[src/hw/pdr_pkg.sv]
package pdr_pkg;
   // -----------------------------------------------------------------
   // Register window
   // -----------------------------------------------------------------
   localparam int unsigned PDR_ADDR_W  = 12;
   localparam int unsigned CNT_W       = 16;
   localparam int unsigned FIFO_DEPTH  = 16;
   localparam int unsigned DATA_W      = 32;

   localparam logic [PDR_ADDR_W-1:0] OFF_RX_ADDR  = 12'h100;
   localparam logic [PDR_ADDR_W-1:0] OFF_RX_CNT   = 12'h104;
   localparam logic [PDR_ADDR_W-1:0] OFF_TX_ADDR  = 12'h108;
   localparam logic [PDR_ADDR_W-1:0] OFF_TX_CNT   = 12'h10c;
   localparam logic [PDR_ADDR_W-1:0] OFF_RXN_ADDR = 12'h110;
   localparam logic [PDR_ADDR_W-1:0] OFF_RXN_CNT  = 12'h114;
   localparam logic [PDR_ADDR_W-1:0] OFF_TXN_ADDR = 12'h118;
   localparam logic [PDR_ADDR_W-1:0] OFF_TXN_CNT  = 12'h11c;
   localparam logic [PDR_ADDR_W-1:0] OFF_CTRL     = 12'h120;
   localparam logic [PDR_ADDR_W-1:0] OFF_STATE    = 12'h124;

   localparam int unsigned BIT_RX_EN  = 0;
   localparam int unsigned BIT_RX_DIS = 1;
   localparam int unsigned BIT_TX_EN  = 8;
   localparam int unsigned BIT_TX_DIS = 9;

   localparam logic [31:0] RST_WORD   = 32'h0;
   localparam logic [3:0]  RST_FLAGS  = 4'hf;
   localparam logic [1:0]  RESP_OKAY   = 2'h0;
   localparam logic [1:0]  RESP_SLVERR = 2'h2;

   localparam logic [31:0] STEP_BYTE = 32'h1;
   localparam logic [31:0] STEP_HALF = 32'h2;
   localparam logic [31:0] STEP_WORD = 32'h4;

   // -----------------------------------------------------------------
   // Types
   // -----------------------------------------------------------------
   typedef enum logic [1:0] {
      PDR_UNIT_BYTE = 2'h0,
      PDR_UNIT_HALF = 2'h1,
      PDR_UNIT_WORD = 2'h2
   } pdr_unit_t;

   typedef enum logic [2:0] {
      PDR_IDLE = 3'h1,
      PDR_RXW  = 3'h2,
      PDR_TXR  = 3'h4
   } pdr_fsm_t;

   typedef struct packed {
      logic        valid;
      logic        write;
      pdr_unit_t   unit;
      logic [31:0] addr;
      logic [31:0] wdata;
   } pdr_mem_req_t;

   typedef struct packed {
      logic receive_buffer_end_flag;
      logic transmit_buffer_end_flag;
      logic receive_chain_full_flag;
      logic transmit_chain_empty_flag;
   } pdr_flags_t;

endpackage : pdr_pkg

[src/hw/pdr_channel_pair.sv]
`timescale 1ns/10ps
// Notes on behaviour
// Ten registers at fixed offsets; pointers, counters, status reset to zero
// Receive address register holds the next receive transfer location
// Receive count low 16 bits give transfers left; upper bits read zero
// Transmit address register holds where the next outgoing item is fetched
// Transmit count in low 16 bits; zero count stops transmit transfers
// Next receive address names the buffer used after the current fills
// Next receive count gives the size of the following receive buffer
// Next transmit address names the buffer sent after the current empties
// Next transmit count gives the size of the following transmit buffer
// Transfer control register is write-only, reads carry no value
// Read-only status shows receive and transmit enables, zero after reset
// Each transfer advances address by 1, 2 or 4 and decrements count
// Count at zero loads next address and count, then next count clears
// End flag at zero count, chain flag at both zero; count writes clear
// Enable bits 0 and 8, disable bits 1 and 9; disable wins

// ---------------------------------------------------------------------
// Receive data FIFO
// ---------------------------------------------------------------------
module pdr_fifo #(
   parameter int unsigned WIDTH = 32,
   parameter int unsigned DEPTH = 16
) (
   input  wire logic             sys_clk,
   input  wire logic             resetn,
   input  wire logic             in_valid,
   input  wire logic [WIDTH-1:0] in_data,
   output logic                  in_ready,
   output logic                  out_valid,
   output logic [WIDTH-1:0]      out_data,
   input  wire logic             out_ready
);
   import pdr_pkg::*;
   localparam int unsigned AW = $clog2(DEPTH);

   typedef struct packed {
      logic [DEPTH-1:0][WIDTH-1:0] mem;
      logic [AW-1:0]               wr;
      logic [AW-1:0]               rd;
      logic [AW:0]                 fill;
      logic                        room;
      logic                        avail;
   } pdr_fifo_st_t;

   pdr_fifo_st_t st;
   pdr_fifo_st_t next_st;
   logic         push;
   logic         pop;

   function automatic logic [AW-1:0] wrap_inc(input logic [AW-1:0] p);
      // Explicit wrap keeps non power of two depths legal
      if (p == AW'(DEPTH - 1)) begin
         return '0;
      end
      return p + AW'(1);
   endfunction : wrap_inc

   always_comb begin
      next_st = st;
      push    = in_valid && st.room;
      pop     = out_ready && st.avail;
      if (push) begin
         next_st.mem[st.wr] = in_data;
         next_st.wr         = wrap_inc(st.wr);
      end
      if (pop) begin
         next_st.rd = wrap_inc(st.rd);
      end
      if (push && !pop) begin
         next_st.fill = st.fill + (AW+1)'(1);
      end else if (pop && !push) begin
         next_st.fill = st.fill - (AW+1)'(1);
      end
      next_st.room  = (next_st.fill != (AW+1)'(DEPTH));
      next_st.avail = (next_st.fill != '0);
   end

   always_ff @(posedge sys_clk) begin
      if (!resetn) begin
         st      <= '0;
         st.room <= 1'b1;
      end else begin
         st <= next_st;
      end
   end

   assign in_ready  = st.room;
   assign out_valid = st.avail;
   assign out_data  = st.mem[st.rd];

endmodule : pdr_fifo

// ---------------------------------------------------------------------
// Channel pair with register window
// ---------------------------------------------------------------------
module pdr_channel_pair #(
   parameter int unsigned FIFO_DEPTH = pdr_pkg::FIFO_DEPTH
) (
   input  wire logic                          sys_clk,
   input  wire logic                          resetn,
   input  wire logic [pdr_pkg::PDR_ADDR_W-1:0] s_axi_awaddr,
   input  wire logic                          s_axi_awvalid,
   output logic                               s_axi_awready,
   input  wire logic [31:0]                   s_axi_wdata,
   input  wire logic [3:0]                    s_axi_wstrb,
   input  wire logic                          s_axi_wvalid,
   output logic                               s_axi_wready,
   output logic [1:0]                         s_axi_bresp,
   output logic                               s_axi_bvalid,
   input  wire logic                          s_axi_bready,
   input  wire logic [pdr_pkg::PDR_ADDR_W-1:0] s_axi_araddr,
   input  wire logic                          s_axi_arvalid,
   output logic                               s_axi_arready,
   output logic [31:0]                        s_axi_rdata,
   output logic [1:0]                         s_axi_rresp,
   output logic                               s_axi_rvalid,
   input  wire logic                          s_axi_rready,
   input  wire pdr_pkg::pdr_unit_t            unit_size,
   input  wire logic                          rx_valid,
   input  wire logic [31:0]                   rx_data,
   output logic                               rx_ready,
   input  wire logic                          tx_request,
   output logic                               tx_valid,
   output logic [31:0]                        tx_data,
   output pdr_pkg::pdr_mem_req_t              mem_req,
   input  wire logic                          mem_ack,
   input  wire logic [31:0]                   mem_rdata,
   output pdr_pkg::pdr_flags_t                flags
);
   import pdr_pkg::*;

   typedef struct packed {
      logic                  aw_held;
      logic [PDR_ADDR_W-1:0] aw_addr;
      logic                  w_held;
      logic [31:0]           w_data;
      logic [3:0]            w_strb;
      logic                  awready;
      logic                  wready;
      logic                  bvalid;
      logic [1:0]            bresp;
      logic                  arready;
      logic                  rvalid;
      logic [31:0]           rdata;
      logic [1:0]            rresp;
      logic [31:0]           receive_address_field;
      logic [CNT_W-1:0]      receive_count_field;
      logic [31:0]           transmit_address_field;
      logic [CNT_W-1:0]      transmit_count_field;
      logic [31:0]           receive_next_address_field;
      logic [CNT_W-1:0]      receive_next_count_field;
      logic [31:0]           transmit_next_address_field;
      logic [CNT_W-1:0]      transmit_next_count_field;
      logic                  receive_request_enable;
      logic                  transmit_request_enable;
      logic                  tx_pend;
      pdr_fsm_t              fsm;
      pdr_mem_req_t          mem;
      logic                  tx_valid;
      logic [31:0]           tx_data;
      pdr_flags_t            flags;
   } pdr_st_t;

   pdr_st_t     st;
   pdr_st_t     next_st;
   logic        wr_go;
   logic [31:0] wr_val;
   logic [31:0] step;
   logic        drain_ok;
   logic        fifo_valid;
   logic [31:0] fifo_data;
   logic        fifo_pop;
   logic        tx_go;

   // -----------------------------------------------------------------
   // Helpers
   // -----------------------------------------------------------------
   function automatic logic [31:0] merge(input logic [31:0] old, input logic [31:0] wd,
                                         input logic [3:0] be);
      logic [31:0] r;
      r = old;
      for (int i = 0; i < 4; i++) begin
         if (be[i]) begin
            r[8*i +: 8] = wd[8*i +: 8];
         end
      end
      return r;
   endfunction : merge

   function automatic logic [31:0] unit_step(input pdr_unit_t u);
      case (u)
         PDR_UNIT_BYTE: return STEP_BYTE;
         PDR_UNIT_HALF: return STEP_HALF;
         default:       return STEP_WORD;
      endcase
   endfunction : unit_step

   // -----------------------------------------------------------------
   // Receive FIFO
   // -----------------------------------------------------------------
   // Back-pressure reaches the peripheral when memory stalls or requests are off
   pdr_fifo #(
      .WIDTH (DATA_W),
      .DEPTH (FIFO_DEPTH)
   ) u_rx_fifo (
      .sys_clk   (sys_clk),
      .resetn    (resetn),
      .in_valid  (rx_valid),
      .in_data   (rx_data),
      .in_ready  (rx_ready),
      .out_valid (fifo_valid),
      .out_data  (fifo_data),
      .out_ready (drain_ok)
   );

   assign wr_go    = st.aw_held && st.w_held && !st.bvalid;
   assign wr_val   = merge(RST_WORD, st.w_data, st.w_strb);
   assign step     = unit_step(st.mem.unit);
   assign drain_ok = (st.fsm == PDR_IDLE) && st.receive_request_enable && (st.receive_count_field != '0);
   assign fifo_pop = drain_ok && fifo_valid;

   assign tx_go    = st.tx_pend && st.transmit_request_enable && (st.transmit_count_field != '0);

   // -----------------------------------------------------------------
   // Next state
   // -----------------------------------------------------------------
   always_comb begin
      next_st          = st;
      next_st.tx_valid = 1'b0;
      if (s_axi_awvalid && st.awready) begin
         next_st.aw_held = 1'b1;
         next_st.aw_addr = s_axi_awaddr;
      end
      if (s_axi_wvalid && st.wready) begin
         next_st.w_held = 1'b1;
         next_st.w_data = s_axi_wdata;
         next_st.w_strb = s_axi_wstrb;
      end
      if (st.bvalid && s_axi_bready) begin
         next_st.bvalid = 1'b0;
      end
      if (st.rvalid && s_axi_rready) begin
         next_st.rvalid = 1'b0;
      end

      // Receive has priority over transmit
      case (st.fsm)
         PDR_IDLE: begin
            if (fifo_pop) begin
               next_st.mem = '{valid: 1'b1, write: 1'b1, unit: unit_size,
                               addr: st.receive_address_field, wdata: fifo_data};
               next_st.fsm = PDR_RXW;
            end else if (tx_go) begin
               next_st.mem     = '{valid: 1'b1, write: 1'b0, unit: unit_size,
                                   addr: st.transmit_address_field, wdata: RST_WORD};
               next_st.fsm     = PDR_TXR;
               next_st.tx_pend = 1'b0;
            end
         end
         PDR_RXW: begin
            if (mem_ack) begin
               next_st.mem.valid             = 1'b0;
               next_st.fsm                   = PDR_IDLE;
               next_st.receive_address_field = st.receive_address_field + step;
               if (st.receive_count_field != '0) begin
                  next_st.receive_count_field = st.receive_count_field - CNT_W'(1);
               end
            end
         end
         PDR_TXR: begin
            if (mem_ack) begin
               next_st.mem.valid              = 1'b0;
               next_st.fsm                    = PDR_IDLE;
               next_st.tx_valid               = 1'b1;
               next_st.tx_data                = mem_rdata;
               next_st.transmit_address_field = st.transmit_address_field + step;
               if (st.transmit_count_field != '0) begin
                  next_st.transmit_count_field = st.transmit_count_field - CNT_W'(1);
               end
            end
         end
         default: begin
            next_st.fsm       = PDR_IDLE;
            next_st.mem.valid = 1'b0;
         end
      endcase
      // A request in the cycle of its launch is kept
      if (tx_request) begin
         next_st.tx_pend = 1'b1;
      end

      // Software write wins over the transfer update of the same register; a chain load below still overrides it
      if (wr_go) begin
         next_st.aw_held = 1'b0;
         next_st.w_held  = 1'b0;
         next_st.bvalid  = 1'b1;
         next_st.bresp   = RESP_OKAY;
         case (st.aw_addr)
            OFF_RX_ADDR:  next_st.receive_address_field = merge(st.receive_address_field, st.w_data, st.w_strb);
            OFF_RX_CNT:   next_st.receive_count_field =
                             merge({16'h0, st.receive_count_field}, st.w_data, st.w_strb)[CNT_W-1:0];
            OFF_TX_ADDR:  next_st.transmit_address_field = merge(st.transmit_address_field, st.w_data, st.w_strb);
            OFF_TX_CNT:   next_st.transmit_count_field =
                             merge({16'h0, st.transmit_count_field}, st.w_data, st.w_strb)[CNT_W-1:0];
            OFF_RXN_ADDR: next_st.receive_next_address_field =
                             merge(st.receive_next_address_field, st.w_data, st.w_strb);
            OFF_RXN_CNT:  next_st.receive_next_count_field =
                             merge({16'h0, st.receive_next_count_field}, st.w_data, st.w_strb)[CNT_W-1:0];
            OFF_TXN_ADDR: next_st.transmit_next_address_field =
                             merge(st.transmit_next_address_field, st.w_data, st.w_strb);
            OFF_TXN_CNT:  next_st.transmit_next_count_field =
                             merge({16'h0, st.transmit_next_count_field}, st.w_data, st.w_strb)[CNT_W-1:0];
            OFF_CTRL: begin

               if (wr_val[BIT_RX_EN]) begin
                  next_st.receive_request_enable = 1'b1;
               end
               if (wr_val[BIT_RX_DIS]) begin
                  next_st.receive_request_enable = 1'b0;
               end
               if (wr_val[BIT_TX_EN]) begin
                  next_st.transmit_request_enable = 1'b1;
               end
               if (wr_val[BIT_TX_DIS]) begin
                  next_st.transmit_request_enable = 1'b0;
               end
            end
            OFF_STATE: next_st.bresp = RESP_OKAY;
            default:   next_st.bresp = RESP_SLVERR;
         endcase
      end

      // Buffer chaining, also after a software write of a zero count
      if (next_st.receive_count_field == '0 && next_st.receive_next_count_field != '0) begin
         next_st.receive_count_field      = next_st.receive_next_count_field;
         next_st.receive_address_field    = next_st.receive_next_address_field;
         next_st.receive_next_count_field = '0;
      end
      if (next_st.transmit_count_field == '0 && next_st.transmit_next_count_field != '0) begin
         next_st.transmit_count_field      = next_st.transmit_next_count_field;
         next_st.transmit_address_field    = next_st.transmit_next_address_field;
         next_st.transmit_next_count_field = '0;
      end

      if (s_axi_arvalid && st.arready) begin
         next_st.rvalid = 1'b1;
         next_st.rresp  = RESP_OKAY;
         case (s_axi_araddr)
            OFF_RX_ADDR:  next_st.rdata = st.receive_address_field;
            OFF_RX_CNT:   next_st.rdata = {16'h0, st.receive_count_field};
            OFF_TX_ADDR:  next_st.rdata = st.transmit_address_field;
            OFF_TX_CNT:   next_st.rdata = {16'h0, st.transmit_count_field};
            OFF_RXN_ADDR: next_st.rdata = st.receive_next_address_field;
            OFF_RXN_CNT:  next_st.rdata = {16'h0, st.receive_next_count_field};
            OFF_TXN_ADDR: next_st.rdata = st.transmit_next_address_field;
            OFF_TXN_CNT:  next_st.rdata = {16'h0, st.transmit_next_count_field};
            OFF_CTRL:     next_st.rdata = RST_WORD;
            OFF_STATE:    next_st.rdata = {23'h0, st.transmit_request_enable, 7'h0,
                                           st.receive_request_enable};
            default: begin
               next_st.rdata = RST_WORD;
               next_st.rresp = RESP_SLVERR;
            end
         endcase
      end

      next_st.awready = !next_st.aw_held && !next_st.bvalid;
      next_st.wready  = !next_st.w_held && !next_st.bvalid;
      next_st.arready = !next_st.rvalid;

      // Flags follow the counts, so any count write that loads nonzero clears them
      next_st.flags.receive_buffer_end_flag   = (next_st.receive_count_field == '0);
      next_st.flags.transmit_buffer_end_flag  = (next_st.transmit_count_field == '0);
      next_st.flags.receive_chain_full_flag   = (next_st.receive_count_field == '0) &&
                                                (next_st.receive_next_count_field == '0);
      next_st.flags.transmit_chain_empty_flag = (next_st.transmit_count_field == '0) &&
                                                (next_st.transmit_next_count_field == '0);
   end

   always_ff @(posedge sys_clk) begin
      if (!resetn) begin
         st       <= '0;
         st.fsm   <= PDR_IDLE;
         st.flags <= RST_FLAGS;
      end else begin
         st <= next_st;
      end
   end

   assign s_axi_awready = st.awready;
   assign s_axi_wready  = st.wready;
   assign s_axi_bvalid  = st.bvalid;
   assign s_axi_bresp   = st.bresp;
   assign s_axi_arready = st.arready;
   assign s_axi_rvalid  = st.rvalid;
   assign s_axi_rdata   = st.rdata;
   assign s_axi_rresp   = st.rresp;
   assign tx_valid      = st.tx_valid;
   assign tx_data       = st.tx_data;
   assign mem_req       = st.mem;
   assign flags         = st.flags;
endmodule : pdr_channel_pair

[config.mk]
export PLATFORM = sky130hd
export DESIGN_NAME = pdr_channel_pair
export DESIGN_NICKNAME = d
export VERILOG_FILES = /design/src/hw/pdr_pkg.sv /design/src/hw/pdr_channel_pair.sv
export SDC_FILE = /design/constraint.sdc
export NUM_CORES = 2
export LEC_CHECK = 0
export ABC_AREA = 1
export BUFFER_PORTS_ARGS = -buffer_cell sky130_fd_sc_hd__buf_4
export CORE_ASPECT_RATIO = 1.1
export CORE_MARGIN = 2
export CORE_UTILIZATION = 35
export CTS_CLUSTER_DIAMETER = 100
export DETAILED_ROUTE_END_ITERATION = 10
export HOLD_SLACK_MARGIN = 0.05
export PLACE_DENSITY_LB_ADDON = 0.3
export SLEW_MARGIN = 20
export SYNTH_ARGS = -nofsm -noshare
export SYNTH_HDL_FRONTEND = slang
export SYNTH_SLANG_ARGS = --single-unit
[constraint.sdc]
create_clock -name sys_clk -period 5.9 [get_ports sys_clk]
set_clock_uncertainty 0.1 [all_clocks]
set_input_delay 1.18 -clock sys_clk [delete_from_list [all_inputs] [get_ports sys_clk]]
set_output_delay 1.18 -clock sys_clk [all_outputs]
set_load 0.05 [all_outputs]
-- Yosys cells after proc, flatten, opt, wreduce, memory -nomap -nowiden
Cells that the tools add are included.
Widths: inputs -> output; s select.
- bits in registers: 921
- input port bits: 136
- output and inout bits: 147
- logic and storage cells: 249
- mux-type cells: 81
- reductions and logical operators: 56
- magnitude comparators: 3
- eq/ne operators: 38
- add/sub/neg operators: 8
- operator list (cell ; count):
    $bwmux 512 ; 1
    $mux 48 ; 6
    $pmux 32 s9 ; 1
    $eq 12x9->1 const B ; 20
    $mux 194 ; 1
    $mux 32 ; 6
    $mux 8 ; 20
    $bmux 32 s4 ; 1
    $demux 32 s4 ; 1
    $mux 16 ; 8
    $logic_not 16->1 ; 6
    $mux 72 ; 1
    $mux 71 ; 1
    $add 32x32->32 ; 2
    $reduce_bool 16->1 ; 4
    $mux 37 ; 1
    $mux 35 ; 1
    $mux 33 ; 1
    $ne 4x4->1 const B ; 8
    $sub 16x1->16 const B ; 2
    $logic_and 1x1->1 ; 22
    $mux 4 ; 5
    $reduce_or 10->1 ; 2
    $mux 1 ; 15
    other kinds (27) ; 50

-- Longest topological paths before layout
- depth in word-level cells: 12
- mapped depth: 23

-- Modules after synthesis
A second synthesis with hierarchy kept.
- cells, all modules: 6624
- area total of the unflattened synthesis: 45575.0 um^2
- by module, submodules not included (module ; seq. area each (um^2) ; cells an instance ; area each (um^2) ; instances):
    pdr_fifo ; 10550.1 ; 3301 ; 23256.1 ; 1
    pdr_channel_pair ; 7847.5 ; 3323 ; 22318.9 ; 1

-- Least setup slack after synthesis
No wires, ideal clock.
- path type: input -> register
- start: in mem_ack
- end: reg st[294] (netlist bit)
- data arrival time: 3056 ps
- slack: 2611 ps
- stages: 16
- cell sequence: nand3_1 -> buf_2 -> nor2_1 -> nand2_1 -> o21ai_0 -> nand3_1 -> nand2_1 -> nand3_1 -> nor2_4 -> nand3_2 -> buf_6 -> buf_6 -> nand2_1 -> o21ai_0 -> nor2_1 -> nor3_2
- cells in the longest elaborated chain, start to end: 7
- ends and longest elaborated chain (element ; RTL line ; text):
    from (decl) ; pdr_channel_pair.sv:128 ; input wire logic mem_ack,
    $mux 48 (*) ; pdr_channel_pair.sv:263 ; if (mem_ack) begin
    $mux 48 (*) ; pdr_channel_pair.sv:249 ; case (st.fsm)
    $mux 16 ; pdr_channel_pair.sv:300 ; case (st.aw_addr)
    $mux 194 (*) ; pdr_channel_pair.sv:295 ; if (wr_go) begin
    $logic_not 16->1 ; pdr_channel_pair.sv:336 ; if (next_st.receive_count_field == '0 && next_st.receive_next_count_field != '0) begin
    $logic_and 1x1->1 ; pdr_channel_pair.sv:336 ;
    $ne 4x4->1 (no source line) or $mux 48 (tied branches) ; - ;
    to (signal assigned) ; pdr_channel_pair.sv:388 ; st <= next_st;
    to (decl) ; pdr_channel_pair.sv:166 ; pdr_st_t st;
Every way passes the cells marked *; elsewhere a longest branch is shown, timed or not.
A chain may end at the register's enable or synchronous reset.

-- Worst setup path after layout
- start: reg st[207] (netlist bit)
- end: reg st[117] (netlist bit)
- cells in the longest elaborated chain, start to end: 9
- ends and longest elaborated chain (element ; RTL line ; text):
    $sub 16x1->16 or $reduce_bool 16->1 (tied branches) ; pdr_channel_pair.sv:280, pdr_channel_pair.sv:279 ;
    $mux 16 ; pdr_channel_pair.sv:279 ; if (st.transmit_count_field != '0) begin
    $mux 48 ; pdr_channel_pair.sv:273 ; if (mem_ack) begin
    $mux 48 ; pdr_channel_pair.sv:249 ;
    $mux 16 ; pdr_channel_pair.sv:300 ;
    $mux 194 (*) ; pdr_channel_pair.sv:295 ;
    $logic_not 16->1 (*) ; pdr_channel_pair.sv:341 ; if (next_st.transmit_count_field == '0 && next_st.transmit_next_count_field != '0) begin
    $logic_and 1x1->1 (*) ; pdr_channel_pair.sv:341 ;
    $mux 16 (*) ; pdr_channel_pair.sv:341 ;
Marks and branches as above.

==> impl_metrics.py <==
metrics = {
    "route": {
        "drc_errors": 0,
        "drt_iter0_drc": 5676,
        "drtAntennaViolNets": 0,
        "drt_wl_total_mm": 188,
        "num_vias": 46300,
        "dr.pass1.iters": 8,
        "detail_route.wl_per_cell_um": 22.5,
        "vias_per_cell": 5.55,
    },
    "floorplanning": {
        "start_util": 0.352,
        "die_h_um": 381,
        "ios": 283,
        "row_count": 138,
        "coreArea_mm2": 0.128,
        "die-area_mm2": 0.132,
        "die_w_um": 347,
    },
    "setup_path": {
        "reg2reg_slack_ns": 1.12,
        "cp.required_ns": 6.38,
        "start_kind": "flip-flop",
        "rr_endpoint": "st[117]",
        "reg2reg_depth": 17,
        "worstSetupEndpointType": "flip-flop",
        "cp.arrival_ns": 5.26,
        "worstPathMaxFanout": 18,
        "critical_path_class": "reg -> reg",
        "reg2reg_from": "st[207]",
    },
    "timing": {
        "drv_slew": 0,
        "grt_setup_unrepaired": "no",
        "fin_ws_ns": 1.12,
        "hold_ws_ns": 0.363,
        "fin_setup_tns_ns": 0,
        "relSlewSlack": 0.246,
        "tightest_slew_ns": 1.13,
        "setup-violations-final": 0,
        "hold_viol_final": 0,
        "fmax_mhz": 209,
        "finalCritPeriodShare": 0.810,
        "min_period_ns": 4.78,
    },
    "logic_synthesis": {
        "synth_cell_type_count": 64,
        "synth_top_cell_area_share": 0.407,
        "seq_area_frac_synth": 0.407,
        "async_flop_share": 0,
        "netlist_area_mm2": 0.0452,
        "synth_largest_area_cell": "dfxtp_1",
        "synth_edf_count": 0,
        "syn_inst": 6720,
        "synth_seq_cells": 919,
        "syn_avg_cell_area_um2": 6.72,
        "synth_ff_type": "dfxtp_1",
        "synth_warnings": 0,
        "synth_area_leaders": "dfxtp_1, nor2_1, nand2_1, o21ai_0, a21oi_1",
    },
    "global_route": {
        "grt_overflow": 0,
        "grt_use_total": 0.273,
        "grt_start_max_net_pins": 219,
        "antenna_found_initial": 14,
        "grt_pass1_vias": 42800,
        "grt_first_pass_wirelength_mm": 278,
    },
    "power_and_ir_drop": {
        "power_density_mw_per_mm2": 272,
        "finalPower_uw": 13800,
        "p_leak_uw": 0.0210,
        "vdd_drop_max_mv": 0.260,
    },
    "cells_and_area": {
        "area_delta_synth_final_pct": 12.7,
        "fill_cells": 13600,
        "layout-drive-gt1-share": 0.0985,
        "layout.cells.non_filler": 8346,
        "nets": 6726,
        "seqCellArea_mm2": 0.0184,
        "multi_input_area_mm2": 0.0224,
    },
    "cts": {
        "cts_resized": 0,
        "htree_levels": 3,
        "post-cts-setup-buffer-count": 0,
        "cts_root_buf": "clkbuf_16",
        "clockBufferDepth": 3,
        "clk_latency_ns": 0.77,
        "clkTransAtPathRegs_ns": 0.07,
        "tritoncts": "built",
        "cts_made_buffers": 101,
        "cts_hold_buf": 0,
        "cts_num_sinks": 919,
    },
    "min_path": {
        "hp-start": "mem_req[22]",
        "hp-class": "reg -> reg",
        "hold_depth": 2,
        "worst_hold_path.endpoint": "mem_req[22]",
    },
    "placed_design": {
        "dp_worst_setup_slack_ns": 1.07,
        "hpwl_mm": 122,
        "port_buffers": 280,
        "place_inst": 8150,
        "finalWeightedCongestion": 0.988,
    },
    "job": {
        "maxCapViolCount": 0,
    },
    "outcome": {
        "run_status": "complete, no violations",
    },
}
cell usage in the layout, fill, tap and decap left out, types with 15 or more instances in the layout:
cell type / n
clkbuf_1: 22
clkbuf_16: 101
buf_4: 369
o311ai_0: 20
nor3_1: 33
nand3_1: 221
nor4_1: 19
o21ai_0: 790
nand2_2: 16
inv_1: 370
clkbuf_8: 25
a22oi_1: 62
nand4_1: 72
a32o_1: 33
ha_1: 15
a21oi_1: 396
dfxtp_1: 916
nand2_1: 1075
inv_2: 19
nor2_2: 27
clkinv_2: 15
o31ai_1: 45
o2111ai_1: 16
o21ai_1: 42
xor2_1: 31
nor2_1: 1582
o22ai_1: 89
o211ai_1: 22
a31oi_1: 44
cells in the mapped netlist (13+ instances only):
master,instances
a211oi_1,14
a21oi_1,396
a221oi_1,14
a22oi_1,62
a31oi_1,44
a32o_1,33
buf_1,86
buf_2,21
buf_4,142
clkbuf_1,365
dfxtp_1,919
ha_1,15
inv_1,375
inv_2,15
nand2_1,1081
nand3_1,221
nand4_1,72
nor2_1,1600
nor3_1,34
nor4_1,21
o2111ai_1,16
o211ai_1,22
o21ai_0,790
o21ai_1,42
o22ai_1,89
o311ai_0,20
o31ai_1,45
o41ai_1,13
xor2_1,31
how the worst max path moves through the flow:
stage                 start       end  depth (start not counted)
finish              st[207]   st[117]                         17
global placement    mem_ack  flags[3]                         18
detailed placement  mem_ack  flags[1]                         16
global route        st[207]   st[113]                         17
CTS                 st[207]   st[115]                         17
floorplan           mem_ack   st[294]                         16
logic make-up (layout without fill, tap and decap cells):
| group | Yosys count | after routing | share of synthesized area |
|---|---|---|---|
| AOI/OAI and AO/OA | 1636 | 1636 | 0.205 |
| xor gates and xnor gates | 33 | 33 | 0.00640 |
| adders and majority gates | 17 | 17 | 0.00504 |
| buffers and inverters | 1020 | 957 | 0.0992 |
| DFF | 919 | 919 | 0.407 |
| muxes | 2 | 2 | 0.000443 |
| other | 1 | 10 | 0.0000830 |
| and+or+nand+nor | 3092 | 3092 | 0.277 |
worst max-delay path, cell delays in order (launching register included):
cell and delay (ns):
dfxtp_1 0.35, inv_1 0.19, ha_1 0.36, nand2_1 0.22, nor2_1 0.15, nand3_1 0.38
buf_4 0.38, nand2_1 0.19, inv_1 0.10, nand4_1 0.08, nand2_1 0.06, a21oi_1 0.29
nand2_1 0.12, nor2_2 0.46, and2_1 0.21, buf_4 0.24, or2_1 0.65, a21oi_1 0.08
per-layer routing:
layer | up-vias | share of wire | routed length, µm | track usage
met2 | 2282 | 0.44 | 82100 | 0.425
met5 | - | 0.00041 | 77 | 0
met4 | 12 | 0.049 | 9220 | 0.126
li1 | 21700 | - | - | -
met3 | 471 | 0.10 | 18700 | 0.0626
met1 | 21900 | 0.41 | 77600 | 0.357
flip-flops by register name, indices dropped and copies added (netlist names), 4 cells and up:
register / count
flags: 4
u_rx_fifo.st: 525
s_axi_rdata: 32
mem_req: 68
st: 248
tx_data: 32
cell type report:
cell class,instances,share of cell area
Timing Repair Buffer,375,0.0567
Clock inverter,40,0.0124
Sequential cell,919,0.362
Clock buffer,148,0.0580
Antenna cell,8,0.000393
Inverter,394,0.0295
Tap cell,1680,0.0413
Multi-Input combinational cell,4782,0.440
power breakdown:
part           total, µW  switching, µW  internal [µW]
Combinational        639            464            175
Sequential          6360           65.5           6300
Clock               6820           2880           3940
through the flow:
step / area, µm² / util
global route: 50900 / 0.396
CTS: 50900 / 0.396
finish: 50900 / 0.396
floorplan: 45200 / -
detailed placement: 47300 / 0.368
global placement: 47300 / 0.368
(Power assumes the default switching activity.)
